### config.mk
export PLATFORM = sky130hd
export DESIGN_NAME = mai_interlock
export DESIGN_NICKNAME = d
export VERILOG_FILES = /design/src/mai_interlock.v
export VERILOG_INCLUDE_DIRS = /design/src
export SDC_FILE = /design/constraint.sdc
export NUM_CORES = 1
export LEC_CHECK = 0
export BUFFER_PORTS_ARGS = -buffer_cell sky130_fd_sc_hd__buf_2
export CAP_MARGIN = 0
export CORE_UTILIZATION = 48
export CTS_CLUSTER_SIZE = 25
export DETAILED_ROUTE_END_ITERATION = 16
export GPL_ROUTABILITY_DRIVEN = 1
export PLACE_DENSITY_LB_ADDON = 0.25
export REMOVE_ABC_BUFFERS = 1
export SLEW_MARGIN = 20
export SYNTH_ARGS = -nofsm -noshare
export SYNTH_HDL_FRONTEND = slang
export SYNTH_SLANG_ARGS = --single-unit
### constraint.sdc
create_clock -name clk -period 2.6 [get_ports clk]
set_input_delay 0.13 -clock clk [delete_from_list [all_inputs] [get_ports clk]]
set_output_delay 0.13 -clock clk [all_outputs]
set_load 0.1 [all_outputs]
### src/mai_regs.vh
// Constants for the multiplier access interlock
`ifndef MAI_REGS_VH
`define MAI_REGS_VH
// Instruction class codes
`define MAI_CLS_OTHER 3'h0
`define MAI_CLS_MACW 3'h1
`define MAI_CLS_STS_MEM 3'h2
`define MAI_CLS_LDS_REG 3'h3
`define MAI_CLS_LDS_MEM 3'h4
`define MAI_CLS_W 3
// Multiplier busy cycles after the final access of a word multiply-accumulate
`define MAI_MUL_TAIL 3'h2
// Extra state a store waits after the multiplier goes idle
`define MAI_STORE_EXTRA 3'h1
`define MAI_CNT_W 3
// Counter idle value and step
`define MAI_CNT_IDLE 3'h0
`define MAI_CNT_STEP 3'h1
`endif

### src/mai_interlock.v
// Multiplier access interlock for accumulator transfers after a word multiply-accumulate
//
// Contract
// - An accumulator store to memory gets an extra memory access stage that reads the multiplier and writes memory.
// - A store access stage meeting a busy multiplier stretches into one slot until one state after it finishes.
// - The store access stage competes with instruction fetch under the normal slot arbitration.
// - An accumulator load from a general register gets a memory access stage that reaches the multiplier.
// - A register-to-accumulator access stage meeting a busy multiplier is held as one slot until it ends.
// - The register-to-accumulator access stage competes with instruction fetch like any other access.
// - An accumulator load from memory gets a multiplier access stage stretched while the multiplier is busy.
// - The memory-to-accumulator access stage competes with instruction fetch under the usual arbitration.
`timescale 1ns/1ps
`default_nettype none
`include "mai_regs.vh"
module mai_interlock
(
  input wire clk,
  input wire rst_n,
  // Class of the instruction entering the execute stage
  input wire ex_valid,
  input wire [`MAI_CLS_W-1:0] ex_class,
  // Word multiply-accumulate finishing its final access this cycle
  input wire mac_final_access,
  // Instruction fetch wants the bus this cycle
  input wire fetch_req,
  // Access stage of this block is active and wants the bus / multiplier
  output wire acc_stage_active,
  output wire acc_bus_req,
  output wire acc_mul_access,
  output wire acc_mem_write,
  output wire acc_mem_read,
  // Slot completes this cycle
  output wire acc_done,
  // Hold of decode and execute stages
  output wire stall_decode_execute,
  // Multiplier busy indication
  output reg multiplier_busy_stage_reg,
  output reg [`MAI_CLS_W-1:0] acc_class_reg
);

// ****************************************
// State
// ****************************************
localparam ST_IDLE = 2'h0;
localparam ST_WAIT = 2'h1;
localparam ST_TAIL = 2'h2;
localparam ST_ACC = 2'h3;

reg [1:0] state_reg;
reg [1:0] state_next;
reg [`MAI_CNT_W-1:0] mul_cnt_reg;
reg [`MAI_CNT_W-1:0] mul_cnt_next;
reg [`MAI_CNT_W-1:0] tail_cnt_reg;
reg [`MAI_CNT_W-1:0] tail_cnt_next;
reg [`MAI_CLS_W-1:0] acc_class_next;
reg multiplier_busy_stage_next;
reg stage_active_comb;
reg bus_req_comb;
reg done_comb;
wire mul_busy;
wire start;
wire store_sel;
wire load_mem_sel;

// ****************************************
// Class decode
// ****************************************
function is_store;
  input [`MAI_CLS_W-1:0] c;
  begin
    is_store = (c == `MAI_CLS_STS_MEM);
  end
endfunction

function is_load_reg;
  input [`MAI_CLS_W-1:0] c;
  begin
    is_load_reg = (c == `MAI_CLS_LDS_REG);
  end
endfunction

function is_load_mem;
  input [`MAI_CLS_W-1:0] c;
  begin
    is_load_mem = (c == `MAI_CLS_LDS_MEM);
  end
endfunction

function is_acc_class;
  input [`MAI_CLS_W-1:0] c;
  begin
    is_acc_class = is_store(c) || is_load_reg(c) || is_load_mem(c);
  end
endfunction

// Saturates at idle so a stray step can never wrap into a false busy
function [`MAI_CNT_W-1:0] cnt_down;
  input [`MAI_CNT_W-1:0] v;
  begin
    if (v == `MAI_CNT_IDLE)
      cnt_down = `MAI_CNT_IDLE;
    else
      cnt_down = v - `MAI_CNT_STEP;
  end
endfunction

// ****************************************
// Selects
// ****************************************
assign mul_busy = (mul_cnt_reg != `MAI_CNT_IDLE);
assign start = ex_valid && is_acc_class(ex_class);
assign store_sel = is_store(acc_class_reg);
assign load_mem_sel = is_load_mem(acc_class_reg);

// ****************************************
// Multiplier tail counter
// ****************************************
// Busy runs for a fixed tail after the final access, regardless of slots
always @*
begin
  mul_cnt_next = cnt_down(mul_cnt_reg);
  if (mac_final_access)
    mul_cnt_next = `MAI_MUL_TAIL;
  multiplier_busy_stage_next = (mul_cnt_next != `MAI_CNT_IDLE);
end

// ****************************************
// Access stage sequencer
// ****************************************
always @*
begin
  state_next = state_reg;
  acc_class_next = acc_class_reg;
  tail_cnt_next = tail_cnt_reg;
  case (state_reg)
    ST_IDLE:
    begin
      if (start)
      begin
        acc_class_next = ex_class;
        state_next = ST_WAIT;
      end
    end
    ST_WAIT:
    begin
      if (!mul_busy && !mac_final_access)
      begin
        if (store_sel)
        begin
          tail_cnt_next = `MAI_CNT_STEP;
          state_next = ST_TAIL;
        end
        else
          state_next = ST_ACC;
      end
    end
    ST_TAIL:
    begin
      if (tail_cnt_reg >= `MAI_STORE_EXTRA)
        state_next = ST_ACC;
      else
        tail_cnt_next = tail_cnt_reg + `MAI_CNT_STEP;
    end
    ST_ACC:
    begin
      // fetch wins slot split, access waits
      if (!fetch_req)
        state_next = ST_IDLE;
    end
    default:
      state_next = ST_IDLE;
  endcase
end

// ****************************************
// Registers
// ****************************************
always @(posedge clk)
begin
  if (!rst_n)
    state_reg <= ST_IDLE;
  else
    state_reg <= state_next;
end

always @(posedge clk)
begin
  if (!rst_n)
    mul_cnt_reg <= `MAI_CNT_IDLE;
  else
    mul_cnt_reg <= mul_cnt_next;
end

always @(posedge clk)
begin
  if (!rst_n)
    tail_cnt_reg <= `MAI_CNT_IDLE;
  else
    tail_cnt_reg <= tail_cnt_next;
end

always @(posedge clk)
begin
  if (!rst_n)
    acc_class_reg <= `MAI_CLS_OTHER;
  else
    acc_class_reg <= acc_class_next;
end

always @(posedge clk)
begin
  if (!rst_n)
    multiplier_busy_stage_reg <= 1'b0;
  else
    multiplier_busy_stage_reg <= multiplier_busy_stage_next;
end

// ****************************************
// Output decode
// ****************************************
// Fetch takes the bus first, so the slot only closes in a cycle without a fetch
always @*
begin
  stage_active_comb = 1'b1;
  bus_req_comb = 1'b0;
  done_comb = 1'b0;
  case (state_reg)
    ST_IDLE:
      stage_active_comb = 1'b0;
    ST_WAIT:
      bus_req_comb = 1'b0;
    ST_TAIL:
      bus_req_comb = 1'b0;
    ST_ACC:
    begin
      bus_req_comb = 1'b1;
      done_comb = !fetch_req;
    end
    default:
      stage_active_comb = 1'b0;
  endcase
end

// ****************************************
// Outputs
// ****************************************
assign acc_stage_active = stage_active_comb;
assign acc_bus_req = bus_req_comb;
assign acc_done = done_comb;
assign acc_mul_access = done_comb;
// store writes memory in same stage
assign acc_mem_write = done_comb && store_sel;
// load from memory reads memory in same stage
assign acc_mem_read = done_comb && load_mem_sel;
assign stall_decode_execute = stage_active_comb && !done_comb;

endmodule
`default_nettype wire

==> results.ini <==
[worst_setup_path]
endpoint_kind=flop
reg2reg_from=state_reg[0]$_SDFFE_PN0P_
start_kind=flop
crit_path_max_fanout=5
critPathRequiredTime_ps=2810
path_class=flop to flop
critPathLaunch=state_reg[0]$_SDFFE_PN0P_
critPathArrivalTime_ps=2380

[worst_hold_path]
hold_class=input port to flop
hold_start=mac_final_access

[clock_tree]
cts_tree=built
h-tree-depth=1
clk_pin_slew_ps=90
cts_sinks=12
hold_buffers=0
clk_latency_ps=290
clockBufferDepth=2
root_buffer=clkbuf_4
numCtsBuffers=3
post_cts_buffers=0
cts_resized=0

[route]
drt-total-wl_um=1230
dr.pass1.iters=4
ant_nets=0
wl_per_cell_um=11.4
drtIter0Drc=15
vias=578
drc=0
routed_via_density=5.35

[die]
rows=12
io_pins=19
die_x_um=38.7
die_height_um=38.7
start_util=0.552
die_area_mm2=0.00150
core_area_mm2=0.00117

[timing]
min_period_ps=2180
maxSlewHeadroom=0.655
fin_crit_sh=0.837
tns_ps=0
rsz0062_at_grt=no
slew_violations=0
max_freq_mhz=459
worst_pin_slew_ps=512
setup_violations=0
skew_ps=11.2
hold_viol=0

[final_layout]
diodes=0
final_nets=109
final_common_cell=buf_2
syn_to_final_growth_pct=21.1
final_core_util=0.669
layout_common_cells=buf_2 (18), dfxtp_1 (12), nor2_1 (8)
multiInputGateArea_um2=377
final_layout_size_suffix_gt1_frac=0.266
nFillCells=107
regArea_um2=240

[status]
status=completed

[global_route]
grt_pass1_wl_um=2010
antenna_found_initial=0
grt-ovfl-total=0
track_usage=0.207
grt_pass1_vias=506
grt_max_degree=8

[synth]
synth_area_leader_cell=dfxtp_1
ys.flop_type=dfxtp_1
syn_inst=73
synth_area_um2=647
ys_types=28
ys.warnings.count=0
seq_area_frac_synth=0.371
netlist.area_leader.share=0.371
ys_ff_latch=12
synth_edf_count=0
synth_area_per_cell_um2=8.86
netlist_top_cells_area=dfxtp_1 (37%), ha_1 (12%), nor2_1 (4.6%)
async_flop_share=0

[place]
io_buffers=18
finalWeightedCongestion=0.749
place_hpwl_um=943

[pwr]
irDropWorstVdd_mv=0.964
powerDensity_mw_per_mm2=1130
leakage_nw=0.367

[run]
maxCapViolCount=0

-- path summary, 6_finish.rpt --
path | end | slack, ps | depth (start not counted)
max | tail_cnt_reg[1]$_SDFFE_PN0P_ | 420 | 6
min | cnt_down.v[0]$_SDFF_PN0_ | 70 | 2
max reg2reg | tail_cnt_reg[1]$_SDFFE_PN0P_ | 420 | 6
min reg2reg | acc_class_reg[2]$_SDFFE_PN0P_ | 480 | 2
-- logic make-up (layout without fill, tap and decap cells) --
| kind of cell | count (synthesis) | count (layout) | synth area share |
|---|---|---|---|
| AOI/OAI and AO/OA | 16 | 16 | 0.170 |
| and+or+nand+nor | 30 | 30 | 0.265 |
| DFF | 12 | 12 | 0.371 |
| adders and majority gates | 6 | 6 | 0.116 |
| muxes | 2 | 2 | 0.0309 |
| buffers and inverters | 7 | 28 | 0.0464 |
-- metrics by stage --
step / worst slack [ps] / cells / instance area, um2 / hold WS, ps / power (mW)
finish: 423 / 108 / 783 / 72.2 / 0.881
global route: 352 / 108 / 783 / 70.7 / 0.929
CTS: 429 / 108 / 783 / 70.6 / 0.881
detailed placement: 496 / 104 / 747 / 362 / 0.727
global placement: 561 / 104 / 747 / 367 / 0.723
floorplan: -3080 / 72 / 639 / 207 / 0.649
-- power by group --
part | switching [mW] | internal (mW) | leakage, nW
Clock | 0.0706 | 0.0853 | 0.0210
Combinational | 0.361 | 0.125 | 0.248
Sequential | 0.0290 | 0.211 | 0.0980
-- critical path, cell delays in order (launching register included) --
cell and delay (ps):
dfxtp_1 350, inv_1 120, ha_1 210, or4b_4 480, o22a_2 250, or4b_1 520
a21oi_1 170
-- per-layer routing --
layer	part of all wire	wire length [um]	GRT usage	vias to the layer above
met5	0	0	0	-
met4	0.023	28	0.129	0
met3	0.053	65	0.0694	5
met2	0.45	556	0.338	18
met1	0.47	578	0.226	252
li1	-	-	-	303
-- cells in the mapped netlist (2+ instances only) --
cell type,n
o21a_1,2
nand2_1,5
o21ai_0,3
dfxtp_1,12
inv_1,6
ha_1,6
mux2i_1,2
a21oi_1,5
nor3b_1,3
and3_1,2
o211ai_1,2
nor2_1,8
nor2b_1,2
-- final cells by class --
type                            instances  area share
Sequential cell                        12       0.307
Tap cell                               14      0.0224
Multi-Input combinational cell         54       0.481
Clock buffer                            4      0.0463
Inverter                                6      0.0288
Timing Repair Buffer                   18       0.115
Note: power is estimated with default switching activity, not from simulation.
